[config.mk]
export PLATFORM = sky130hd
export DESIGN_NAME = last_branch_recorder
export DESIGN_NICKNAME = d
export VERILOG_FILES = /design/src/rtl/lbr_pkg.sv /design/src/rtl/last_branch_recorder.sv
export SDC_FILE = /design/constraint.sdc
export NUM_CORES = 1
export LEC_CHECK = 0
export BUFFER_PORTS_ARGS = -buffer_cell sky130_fd_sc_hd__buf_4
export CAP_MARGIN = 20
export CORE_ASPECT_RATIO = 0.5
export CORE_MARGIN = 1
export CORE_UTILIZATION = 25
export CTS_BUF_LIST = sky130_fd_sc_hd__clkbuf_4
export DETAILED_ROUTE_END_ITERATION = 7
export GPL_TIMING_DRIVEN = 0
export MAX_ROUTING_LAYER = met4
export PLACE_DENSITY = 0.38
export SYNTH_ARGS = -nofsm -noshare
export SYNTH_HDL_FRONTEND = slang
export SYNTH_SLANG_ARGS = --single-unit
[constraint.sdc]
create_clock -name CORE_CLK -period 8.6 [get_ports CORE_CLK]
set_clock_uncertainty 0.15 [all_clocks]
set_input_delay 2.15 -clock CORE_CLK [delete_from_list [all_inputs] [get_ports CORE_CLK]]
set_output_delay 2.15 -clock CORE_CLK [all_outputs]
set_load 0.02 [all_outputs]
[src/rtl/lbr_pkg.sv]
// shared constants and carrier types for the branch recorder
// assumes a core that reports one control transfer per cycle at most
package lbr_pkg;
   // register indices as addressed by model register ops
   localparam logic [11:0] REG_SLOT_FIRST  = 12'h040;
   localparam logic [11:0] REG_SLOT_LAST   = 12'h047;
   localparam logic [11:0] REG_TOS         = 12'h1C9;
   localparam logic [11:0] REG_DBGCTL      = 12'h1D9;
   // pair organisation registers, indices chosen here
   localparam logic [11:0] REG_LB_SOURCE   = 12'h1DB;
   localparam logic [11:0] REG_LB_TARGET   = 12'h1DC;
   localparam logic [11:0] REG_LE_SOURCE   = 12'h1DD;
   localparam logic [11:0] REG_LE_TARGET   = 12'h1DE;
   // control field positions
   localparam int          CTL_REC_BIT     = 0;
   localparam int          CTL_STEP_BIT    = 1;
   localparam int          CTL_PIN_LSB     = 2;
   localparam int          CTL_MSG_BIT     = 6;
   localparam int          CTL_STORE_BIT   = 7;
   localparam int          CTL_IRQFULL_BIT = 8;
   localparam logic [8:0]  CTL_WMASK       = 9'h1FF;
   localparam logic [8:0]  CTL_RESET       = 9'h000;
   localparam logic [2:0]  TOS_RESET       = 3'h0;
   localparam logic [31:0] ADDR_RESET      = 32'h0000_0000;
   localparam int          FEAT_STORE_BIT  = 21;
   localparam int          PULSE_CYCLES    = 1;
   // transfer kinds reported by the core
   typedef enum logic [3:0]
   {
      XFER_BRANCH = 4'b0001,
      XFER_INTR   = 4'b0010,
      XFER_EXCEPT = 4'b0100,
      XFER_DEBUG  = 4'b1000
   } xfer_kind_type;
   // one control transfer event
   typedef struct packed
   {
      logic          valid;
      xfer_kind_type kind;
      logic [31:0]   source;
      logic [31:0]   target;
   } xfer_type;
   // one trace message or trace-store write
   typedef struct packed
   {
      logic        valid;
      logic        store;
      logic [31:0] source;
      logic [31:0] target;
   } trace_msg_type;
endpackage

[src/rtl/last_branch_recorder.sv]
// last branch / interrupt / exception recorder with debug control register
// assumes core events and register ops arrive synchronous to CORE_CLK;
// breakpoint match and perf event inputs are from the same clock domain
//
// Operation
// - control bit 0 enables recording branches, interrupts, exceptions
// - control bit 1 makes single-step flag trap only on transfers
// - each set pin-select bit routes breakpoint matches to its pin
// - breakpoint match holds the selected pin low while the match lasts, then releases it
// - clear pin-select bit reports performance events, execution unaffected
// - control bit 6 emits each branch, interrupt or exception as a trace message
// - control bit 7 logs trace messages into the store buffer
// - bit 8 set raises irq when buffer full, else circular writes
// - stack has 8 entries: source low half, target high half
// - 3-bit newest pointer readable in low bits of its register
// - pair mode: control writes only at privilege 0 or real mode
// - pair mode: debug exception clears the recording enable bit
// - pair mode: record registers undefined while messages are enabled
// - taken branch loads source with branch address, target with destination
// - interrupt or exception loads interrupted address and handler address
// - interrupt or exception first copies branch pair into exception pair
// - pair mode records code segment offsets, not linear addresses
// - pair mode: debug exception clears enable before handler, records untouched
// - debug exceptions themselves are never recorded
// - feature flag bit 21 reports debug store availability
`timescale 1ns/1ps
module last_branch_recorder
   import lbr_pkg::*;
#(
   parameter bit          STACK_ORG = 1'b1,
   parameter int          DEPTH     = 8,
   parameter int          FEAT_W    = 32
)
(
   // clock and reset
   input  wire logic                CORE_CLK,
   input  wire logic                RST_N,
   // control transfer from execution / exception logic
   input  wire xfer_type            XFER,
   input  wire logic                PRIV_OK,
   // model register read and write ops
   input  wire logic                REG_WR,
   input  wire logic                REG_RD,
   input  wire logic [11:0]         REG_ADDR,
   input  wire logic [63:0]         REG_WDATA,
   output logic      [63:0]         REG_RDATA,
   output logic                     REG_RVALID,
   output logic                     REG_WREFUSED,
   // breakpoint matches and performance events
   input  wire logic [3:0]          BP_MATCH,
   input  wire logic [3:0]          PERF_EVENT,
   output logic      [3:0]          BP_PIN_N,
   // single-step control toward the core
   input  wire logic                SINGLE_STEP_FLAG,
   output logic                     STEP_TRAP_ON_XFER,
   output logic                     STEP_TRAP_ON_INSTR,
   // trace message / store path
   output trace_msg_type            TRACE_MSG,
   input  wire logic                STORE_FULL,
   output logic                     STORE_FULL_IRQ,
   output logic                     STORE_WRAP,
   // feature identification
   output logic      [FEAT_W-1:0]   FEATURE_FLAGS
);
   localparam int PW = $clog2(DEPTH);

   // state
   logic [8:0]      ctl_ff;
   logic [PW-1:0]   tos_ff;
   logic [63:0]     stack_ff [DEPTH];
   logic [31:0]     lb_src_ff;
   logic [31:0]     lb_tgt_ff;
   logic [31:0]     le_src_ff;
   logic [31:0]     le_tgt_ff;
   logic [3:0]      pin_ff;
   logic [63:0]     rdata_ff;
   logic            rvalid_ff;
   logic            wref_ff;
   logic            step_x_ff;
   logic            step_i_ff;
   trace_msg_type   msg_ff;
   logic            irq_ff;
   logic            wrap_ff;
   logic [FEAT_W-1:0] feat_ff;

   // decoding of event kinds
   wire logic is_debug  = XFER.valid && (XFER.kind == XFER_DEBUG);
   wire logic is_intexc = XFER.valid && ((XFER.kind == XFER_INTR) || (XFER.kind == XFER_EXCEPT));
   wire logic is_branch = XFER.valid && (XFER.kind == XFER_BRANCH);
   wire logic is_rec    = is_branch || is_intexc;
   wire logic rec_on    = ctl_ff[CTL_REC_BIT];
   wire logic do_rec    = rec_on && is_rec;

   // control write acceptance; pair mode needs privilege 0 or real mode
   wire logic ctl_hit   = REG_WR && (REG_ADDR == REG_DBGCTL);
   wire logic ctl_ok    = ctl_hit && (STACK_ORG || PRIV_OK);
   wire logic [8:0] wr_ctl = REG_WDATA[8:0] & CTL_WMASK;

   // in pair mode a debug exception wins over a software write in the same cycle
   wire logic [8:0] ctl_after_wr = ctl_ok ? wr_ctl : ctl_ff;
   wire logic [8:0] nxt_ctl      = is_debug && !STACK_ORG ?
                                   (ctl_after_wr & ~(9'h001 << CTL_REC_BIT)) :
                                   ctl_after_wr;

   // pointer moves before the write so it always names the newest entry
   wire logic [PW-1:0] nxt_tos = PW'(tos_ff + 1'b1);

   // register read mux
   function automatic logic is_slot(input logic [11:0] a);
      is_slot = (a >= REG_SLOT_FIRST) && (a <= REG_SLOT_LAST);
   endfunction
   wire logic [2:0]  slot_idx = REG_ADDR[2:0];
   logic [63:0] rd_mux;
   always_comb
   begin
      rd_mux = 64'h0;
      if (STACK_ORG && is_slot(REG_ADDR))
         rd_mux = stack_ff[slot_idx];
      else if (STACK_ORG && REG_ADDR == REG_TOS)
         rd_mux = {{(64-PW){1'b0}}, tos_ff};
      else if (REG_ADDR == REG_DBGCTL)
         rd_mux = {55'h0, ctl_ff};
      else if (!STACK_ORG && REG_ADDR == REG_LB_SOURCE)
         rd_mux = {32'h0, lb_src_ff};
      else if (!STACK_ORG && REG_ADDR == REG_LB_TARGET)
         rd_mux = {32'h0, lb_tgt_ff};
      else if (!STACK_ORG && REG_ADDR == REG_LE_SOURCE)
         rd_mux = {32'h0, le_src_ff};
      else if (!STACK_ORG && REG_ADDR == REG_LE_TARGET)
         rd_mux = {32'h0, le_tgt_ff};
   end

   // breakpoint pin selection per lane; active low pin
   logic [3:0] nxt_pin;
   genvar g;
   generate
      for (g = 0; g < 4; g++)
      begin : g_pin
         // pin follows the registered match level: low while the match is held, released after it drops
         assign nxt_pin[g] = ctl_ff[CTL_PIN_LSB+g] ? BP_MATCH[g]
                                                   : PERF_EVENT[g];
      end
   endgenerate

   // control register and pointer
   always_ff @(posedge CORE_CLK or negedge RST_N)
   begin
      if (!RST_N)
      begin
         ctl_ff <= CTL_RESET;
         tos_ff <= '0;
      end
      else
      begin
         ctl_ff <= nxt_ctl;
         if (STACK_ORG && do_rec)
            tos_ff <= nxt_tos;
      end
   end

   // stack entries: source low, target high; no reset needed on data
   always_ff @(posedge CORE_CLK)
   begin
      if (STACK_ORG && do_rec)
         stack_ff[nxt_tos] <= {XFER.target, XFER.source};
   end

   // pair registers; source is a code segment offset from the core
   always_ff @(posedge CORE_CLK or negedge RST_N)
   begin
      if (!RST_N)
      begin
         lb_src_ff <= ADDR_RESET;
         lb_tgt_ff <= ADDR_RESET;
         le_src_ff <= ADDR_RESET;
         le_tgt_ff <= ADDR_RESET;
      end
      else if (!STACK_ORG && do_rec)
      begin
         // copy uses the old pair, nonblocking gives the ordering
         if (is_intexc)
         begin
            le_src_ff <= lb_src_ff;
            le_tgt_ff <= lb_tgt_ff;
         end
         lb_src_ff <= XFER.source;
         lb_tgt_ff <= XFER.target;
      end
   end
   // pair contents stay defined even under messages, which the
   // architecture leaves undefined

   // outputs: register answers, pins, step mode, trace path
   always_ff @(posedge CORE_CLK or negedge RST_N)
   begin
      if (!RST_N)
      begin
         rdata_ff  <= 64'h0;
         rvalid_ff <= 1'b0;
         wref_ff   <= 1'b0;
         pin_ff    <= 4'hF;
         step_x_ff <= 1'b0;
         step_i_ff <= 1'b0;
         msg_ff    <= '0;
         irq_ff    <= 1'b0;
         wrap_ff   <= 1'b0;
         feat_ff   <= '0;
      end
      else
      begin
         rdata_ff  <= REG_RD ? rd_mux : 64'h0;
         rvalid_ff <= REG_RD;
         wref_ff   <= ctl_hit && !ctl_ok;
         pin_ff    <= ~nxt_pin;
         step_x_ff <= SINGLE_STEP_FLAG && ctl_ff[CTL_STEP_BIT];
         step_i_ff <= SINGLE_STEP_FLAG && !ctl_ff[CTL_STEP_BIT];
         msg_ff.valid  <= is_rec && ctl_ff[CTL_MSG_BIT];
         msg_ff.store  <= is_rec && ctl_ff[CTL_MSG_BIT] && ctl_ff[CTL_STORE_BIT];
         msg_ff.source <= XFER.source;
         msg_ff.target <= XFER.target;
         irq_ff  <= ctl_ff[CTL_STORE_BIT] && ctl_ff[CTL_IRQFULL_BIT] && STORE_FULL;
         wrap_ff <= ctl_ff[CTL_STORE_BIT] && !ctl_ff[CTL_IRQFULL_BIT];
         feat_ff <= FEAT_W'(1) << FEAT_STORE_BIT;
      end
   end

   assign REG_RDATA          = rdata_ff;
   assign REG_RVALID         = rvalid_ff;
   assign REG_WREFUSED       = wref_ff;
   assign BP_PIN_N           = pin_ff;
   assign STEP_TRAP_ON_XFER  = step_x_ff;
   assign STEP_TRAP_ON_INSTR = step_i_ff;
   assign TRACE_MSG          = msg_ff;
   assign STORE_FULL_IRQ     = irq_ff;
   assign STORE_WRAP         = wrap_ff;
   assign FEATURE_FLAGS      = feat_ff;
endmodule

==> results of run 1 <==
-- how the worst min path moves through the flow --
stage	from	to	slack [ps]	cells past startpoint
final	ctl_ff[5]	BP_PIN_N[3]	310	1
after global routing	ctl_ff[5]	BP_PIN_N[3]	330	1
after CTS	ctl_ff[5]	BP_PIN_N[3]	320	1
after detailed placement	ctl_ff[5]	BP_PIN_N[3]	320	1
after global placement	ctl_ff[5]	BP_PIN_N[3]	310	1
after floorplan	ctl_ff[2]	BP_PIN_N[0]	280	1
-- registers in the layout (all words and copies together) (netlist names), 3 cells and up --
| signal | cells |
|---|---|
| ctl_ff | 9 |
| tos_ff | 3 |
| TRACE_MSG | 66 |
| stack_ff | 512 |
| BP_PIN_N | 4 |
| REG_RDATA | 64 |
-- layer usage --
metal | GRT usage | vias to the layer above | share of wire
met2 | 0.221 | 276 | 0.52
met4 | 0.0545 | 0 | 0.017
met3 | 0.0309 | 102 | 0.048
met1 | 0.152 | 6263 | 0.41
li1 | - | 5316 | -
met5 | - | - | 0
-- Yosys cell counts, drive strengths merged, types with 2 or more instances --
master	n	area share
o22ai	3	0.00078
dfstp	4	0.0044
mux2	10	0.0047
dfrtp	148	0.15
nor3	5	0.0010
inv	2	0.00031
conb	2	0.00031
o21ai	2	0.00041
nor2	60	0.0093
xor2	3	0.0011
o2bb2ai	6	0.0022
and2	2	0.00052
nand2	6	0.0010
buf	70	0.027
mux2i	71	0.029
edfxtp	512	0.64
clkbuf	6	0.00093
or2	2	0.00052
nor4	2	0.0011
nor2b	4	0.0010
and3	3	0.00078
nand4b	2	0.00073
mux4	128	0.12
-- final cells by class --
cell class / instances / area, µm² / area share
Sequential cell: 664 / 19200 / 0.626
Tap cell: 1271 / 1590 / 0.0519
Inverter: 2 / 7.51 / 0.000245
Timing Repair Buffer: 295 / 2540 / 0.0829
Clock inverter: 45 / 287 / 0.00935
Antenna cell: 9 / 22.5 / 0.000735
Multi-Input combinational cell: 348 / 4430 / 0.145
Buffer: 76 / 676 / 0.0221
Clock buffer: 252 / 1890 / 0.0618
-- through the flow --
| step | worst slack [ps] | setup TNS (ps) | hold slack [ps] |
|---|---|---|---|
| after global routing | 4130 | 0 | 335 |
| after global placement | -6350 | -2005240 | 308 |
| after detailed placement | 3060 | 0 | 315 |
| final | 4140 | 0 | 315 |
| after floorplan | 651 | 0 | 280 |
| after CTS | 4260 | 0 | 324 |
-- power groups by stage --
stage,logic (µW),registers (µW),clock network (µW)
2_1_floorplan,149,3570,0
3_3_place_gp,328,3550,0
3_5_place_dp,337,3550,0
4_1_cts,337,3480,2880
5_1_grt,355,3480,3040
6_report,325,3480,2740
-- logic make-up after synthesis --
group           Yosys count
simple gates             89
mux                     209
other cells               2
fa+ha+maj                 1
buf+inv                  78
flops                   664
compound gates           12
xor+xnor                  4
-- layout by cell type (no fill, tap or decap), types with 4 or more instances in the layout --
cell type	instances
clkbuf_1	6
buf_12	18
buf_4	280
o2bb2ai_1	6
nor3_2	4
buf_2	10
mux2i_1	71
clkinv_2	6
buf_8	6
nor2_4	4
diode_2	9
clkbuf_4	252
buf_6	50
clkinv_1	26
dfrtp_1	148
mux2_1	9
nor2b_1	4
nor2_1	56
nand2_1	5
edfxtp_1	512
mux4_2	128
conb_1	33
dfstp_2	4
-- worst reg2reg max path: stages, from the launching register on --
cell and delay [ps]:
dfrtp_1 400, o2111ai_1 250, or2_1 410, nor3_2 720, buf_6 260, buf_6 190, buf_6 170, buf_6 160
buf_6 180, buf_6 180
==> metrics.csv, run 1 <==
stage,metric,value,unit
sta,tightest_slew,844,ps
synth,synthXorXnorAreaFrac,0.00145,
pwr,p_int,5050,µW
synth,synth_cells,1059,
synth,ys_ff_latch,664,
routing,drc_errors,0,
layout,fin_util,0.321,
cts,cts_tree,yes,
synth,synthSimpleGateAreaFrac,0.0173,
worst_setup_path,rr_startpoint,ctl_ff[0],
routing,vias,12000,
worst_setup_path,crit_family,simple AND/OR/NAND/NOR gates,
synth,synth_mux_area_frac,0.154,
worst_setup_path,r2r_slack,5220,ps
worst_setup_path,crit_required,9190,ps
synth,ys.warnings.count,0,
worst_setup_path,slowest_stage,nor3_2,
worst_setup_path,path_class,in -> reg,
cts,clock_sinks,664,
layout,drive_above_1_share,0.464,
pwr,switching_power,1490,µW
routing,drtAntennaViolNets,0,
cts,cts_inserted_buffers,159,
synth,syn_area,0.0241,mm²
synth,synthAdderAreaFrac,0.000518,
sta,finalCritPeriodShare,0.518,
global_routing,grt_max_degree,84,
layout,design_area,0.0306,mm²
cts,post-cts-setup-buffer-count,0,
floorplan,io_pins,332,
sta,drv_slew,0,
placed_design,dpl-instance-area,0.0284,mm²
job,cap_violations,0,
synth,synthArstFlopShare,0.229,
cts,cts.clk_slew.worst_paths,60,ps
synth,synth-main-ff-cell,edfxtp_1,
floorplan,std_cell_rows,80,
sta,relSlewSlack,0.434,
global_routing,antenna_found_initial,2,
worst_setup_path,reg2reg_depth,9,
synth,syn_avg_cell_area,22.8,µm²
synth,synth_cell_types,36,
sta,post-route-min-period,4460,ps
pwr,clockPowerShare,0.419,
worst_setup_path,crit_path_end,stack_ff[1][31],
pwr,p_seq_frac,0.532,
sta,setup_viol,0,
layout,instances_no_fill,2962,
sta,rsz0062_at_grt,false,
floorplan,die_w,441,µm
cts,insertion_delay,1060,ps
worst_setup_path,cp.arrival,5050,ps
cts,cts_resized,0,
floorplan,initial_core_util,0.253,
floorplan,die_h,222,µm
placed_design,dp_cells,2656,
layout,area_delta_synth_final,26.9,%
layout,fin_nets,1707,
layout,num-fill-cells,9329,
cts,cts_hold_buf,0,
floorplan,core,0.0955,mm²
global_routing,grt_pass1_wl,89400,µm
global_routing,track_usage,0.132,
global_routing,grt_overflow,0,
global_routing,grt_pass1_vias,13200,
synth,ys_seq_area_frac,0.795,
floorplan,dieArea,0.0979,mm²
worst_setup_path,cp_max_fo,8,
worst_setup_path,startpoint,XFER[67],
placed_design,place.gp.congestion,0.689,
pwr,ir_drop,0.0000946,V
worst_setup_path,critPathMaxStageDelay,720,ps
routing,vias_per_cell,4.04,
cts,ctsRootBufferMaster,clkbuf_4,
worst_setup_path,crit_cells,11,
sta,hold_viol_final,0,
cts,cts_max_level,4,
routing,drtIter0Drc,554,
synth,synth_top_family_by_area,multiplexers,
worst_setup_path,setup.worst_path.start_class,input pin,
synth,synth_compound_area_frac,0.00373,
placed_design,dp_hpwl,40300,µm
pwr,total_power,6540,µW
run_status,status,finished clean,
worst_setup_path,r2r-end,stack_ff[1][31],
pwr,p_leak,0.0114,µW
worst_setup_path,cp_common_cell,buf_6,
routing,wl_per_cell,20.7,µm
worst_setup_path,path_cells,buf_4 > nor2b_1 > o2111ai_1 > or2_1 > nor3_2 > buf_6 > buf_6 > buf_6 > buf_6 > buf_6 > buf_6,
routing,routed_wl,61300,µm
placed_design,io_buffers,242,
synth,synth_edf_count,512,
pwr,p_comb_frac,0.050,
worst_hold_path,hp-class,reg -> reg,
worst_setup_path,end_kind,flop,
worst_setup_path,critPathBufInv,7,
pwr,switching_share,0.228,
sta,fmax,224,MHz
cts,cts_buffer_depth,3,
routing,drtPass1Iterations,6,
pwr,p_per_area,214,mW/mm²
No activity file was read; power rests on OpenSTA's default activity.
==> inputs of run 2 (changes only) <==
==> constraint.sdc (replaced) <==
create_clock -name CORE_CLK -period 4.13 [get_ports CORE_CLK]
set_clock_uncertainty 0.15 [all_clocks]
set_input_delay 1.0325 -clock CORE_CLK [delete_from_list [all_inputs] [get_ports CORE_CLK]]
set_output_delay 1.0325 -clock CORE_CLK [all_outputs]
set_load 0.02 [all_outputs]
==> run 2 against run 1 <==
Effect of this change: clock power increased by 110%; routed wire length decreased by 2.8%; via count increased by 1.2%; design area increased by 3.1%; non-clock buffer count increased by 68; register-to-register slack got worse by 4200 ps; count of clock-buffer cells in the layout increased by 6; power increased by 110%; first-iteration DRC count decreased by 0.54%; global-route usage decreased by 0.37 points; critical endpoint is now stack_ff[3][42]; critical path type is now reg -> reg; critical path depth decreased by 5; combinational power increased by 130%; largest power group unchanged.
==> metrics.csv, run 2 (synthesis gave the netlist of run 1 again) <==
stage,metric,value,unit,change
global_routing,grt_overflow,0,,unchanged
pwr,clockPowerShare,0.417,,-0.002
floorplan,initial_core_util,0.253,,unchanged
sta,hold_viol_final,0,,unchanged
worst_setup_path,rr_startpoint,tos_ff[0],,
pwr,ir_drop,0.000269,V,+180%
routing,drtAntennaViolNets,0,,unchanged
routing,wl_per_cell,19.8,µm,-4.6%
pwr,p_seq_frac,0.529,,-0.003
global_routing,grt_pass1_vias,13400,,+1.6%
layout,fin_nets,1778,,+4.2%
cts,insertion_delay,1030,ps,-30 ps
sta,post-route-min-period,3080,ps,
pwr,switching_share,0.222,,-0.00669
sta,relSlewSlack,0.406,,-0.0279
pwr,p_leak,0.0118,µW,+2.9%
layout,regMostFlops,stack_ff,,
run_status,status,finished clean,,
sta,rsz0062_at_grt,false,,
cts,cts_max_level,4,,unchanged
worst_setup_path,end_kind,flop,,
layout,area_delta_synth_final,30.8,%,
sta,hold_ws,249,ps,-65.7 ps
worst_setup_path,path_class,reg -> reg,,
floorplan,dieArea,0.0979,mm²,unchanged
floorplan,core,0.0955,mm²,unchanged
worst_setup_path,path_cells,ha_1 > xnor2_1 > nand2_1 > nor2_4 > buf_12 > buf_12,,
pwr,p_int,10700,µW,+110%
layout,largest_register_ffs,512,,unchanged
cts,post-cts-setup-buffer-count,0,,unchanged
global_routing,antenna_found_initial,3,,+1
placed_design,place.gp.congestion,0.707,,+2.5%
routing,drtPass1Iterations,7,,+1
sta,fmax,325,MHz,
worst_setup_path,r2r_slack,1050,ps,-4170 ps
cts,cts_hold_buf,85,,+85
sta,layout_setup_ws,1050,ps,-3090 ps
routing,drc_errors,0,,unchanged
global_routing,grt_pass1_wl,87000,µm,-2.7%
cts,cts_tree,yes,,
worst_setup_path,cp.arrival,3620,ps,-1430 ps
sta,timing.setup.tns,0,ps,unchanged
job,cap_violations,0,,unchanged
cts,cts_inserted_buffers,162,,+1.9%
global_routing,track_usage,0.128,,-0.00374
cts,cts_buffer_depth,3,,unchanged
worst_setup_path,r2r-end,stack_ff[3][42],,
routing,drtIter0Drc,551,,-0.54%
worst_setup_path,reg2reg_depth,6,,-3
worst_hold_path,min_path_cells,4,,+3
worst_hold_path,hp-class,in -> reg,,
placed_design,dp_cells,2639,,-0.64%
worst_hold_path,whs_endpoint,REG_RDATA[0],,
layout,instances_no_fill,3018,,+1.9%
worst_setup_path,crit_required,4670,ps,-4520 ps
floorplan,die_h,222,µm,unchanged
worst_hold_path,holdCritStartpoint,REG_ADDR[5],,
sta,finalCritPeriodShare,0.745,,
placed_design,dp_hpwl,38100,µm,-5.3%
worst_setup_path,critPathMaxStageDelay,630,ps,-90 ps
layout,final_cell_mix,"512 x edfxtp_1, 277 x buf_4, 258 x clkbuf_4",,
cts,cts_resized,0,,unchanged
placed_design,io_buffers,242,,unchanged
layout,final_common_cell,edfxtp_1,,
cts,ctsRootBufferMaster,clkbuf_4,,
worst_setup_path,cp_common_cell,buf_12,,
floorplan,die_w,441,µm,unchanged
pwr,p_per_area,434,mW/mm²,+100%
worst_setup_path,setup.worst_path.start_class,flop,,
routing,routed_wl,59600,µm,-2.8%
pwr,switching_power,3040,µW,+100%
sta,tightest_slew,888,ps,+43.6 ps
cts,cts.clk_slew.worst_paths,80,ps,+20 ps
routing,vias_per_cell,4.01,,-0.71%
floorplan,io_pins,332,,unchanged
global_routing,grt_max_degree,106,,+26%
worst_setup_path,slowest_stage,nor2_4,,
layout,drive_above_1_share,0.438,,-0.0257
worst_setup_path,startpoint,tos_ff[0],,
cts,clock_sinks,664,,unchanged
placed_design,place_ws,27.8,ps,-3030 ps
worst_setup_path,cp_max_fo,20,,+12
sta,drv_slew,0,,unchanged
pwr,p_comb_frac,0.054,,+0.004
floorplan,std_cell_rows,80,,unchanged
layout,fin_util,0.331,,+0.00979
routing,vias,12100,,+1.2%
sta,setup_viol,0,,unchanged
run 2: changes by cell type in the layout (fill, tap and decap cells not counted), sizes merged:
cell         previous run  this run
bufinv                  3         4
clkinvlp                3         4
clkinv                 35        20
diode                   9         3
dlygate4sd3             0        85
buf                   365       348
clkbuf                258       264
inv                     6         7
run 2: area by class of cell:
type,count,area (µm²)
sequential,664,19200
clock inverter,33,245
timing repair buffer,363,3460
fill,9218,63900
inverter,2,7.51
multi-input combinational,348,4460
tap,1271,1590
antenna,3,7.51
clock buffer,258,1940
buffer,76,676
run 2: worst max-delay path by stage:
stage                      end  slack (ps)
5_1_grt        stack_ff[3][58]         870
3_3_place_gp   stack_ff[3][25]       -5210
3_5_place_dp   stack_ff[5][25]          30
2_1_floorplan   stack_ff[3][0]        -930
6_report       stack_ff[3][42]        1050
4_1_cts        stack_ff[3][42]         980
run 2: routing by layer:
metal,part of all wire,track usage,up-vias
li1,-,-,5442
met1,0.43,0.154,6253
met2,0.50,0.206,284
met3,0.046,0.0315,118
met4,0.023,0.0549,0
met5,0,-,-
run 2: worst max-delay path, delay by kind of cell (launching register included):
| family | cells | cell delay [ps] |
|---|---|---|
| and+or+nand+nor | 2 | 880 |
| buffers and inverters | 2 | 510 |
| xor gates and xnor gates | 1 | 480 |
| DFF | 1 | 420 |
| adders and majority gates | 1 | 260 |
run 2: power groups by stage:
stage          logic, µW  clock network [µW]  registers, µW
2_1_floorplan        310                   0           7440
3_3_place_gp         689                   0           7390
3_5_place_dp         706                   0           7390
4_1_cts              772                6000           7240
5_1_grt              810                6340           7240
6_report             746                5710           7250
run 2: per-stage QoR:
| step | total power [µW] | cell area, µm² |
|---|---|---|
| 2_1_floorplan | 7750 | 24300 |
| 3_3_place_gp | 8080 | 27700 |
| 3_5_place_dp | 8090 | 28500 |
| 4_1_cts | 14000 | 31600 |
| 5_1_grt | 14400 | 31600 |
| 6_report | 13700 | 31600 |
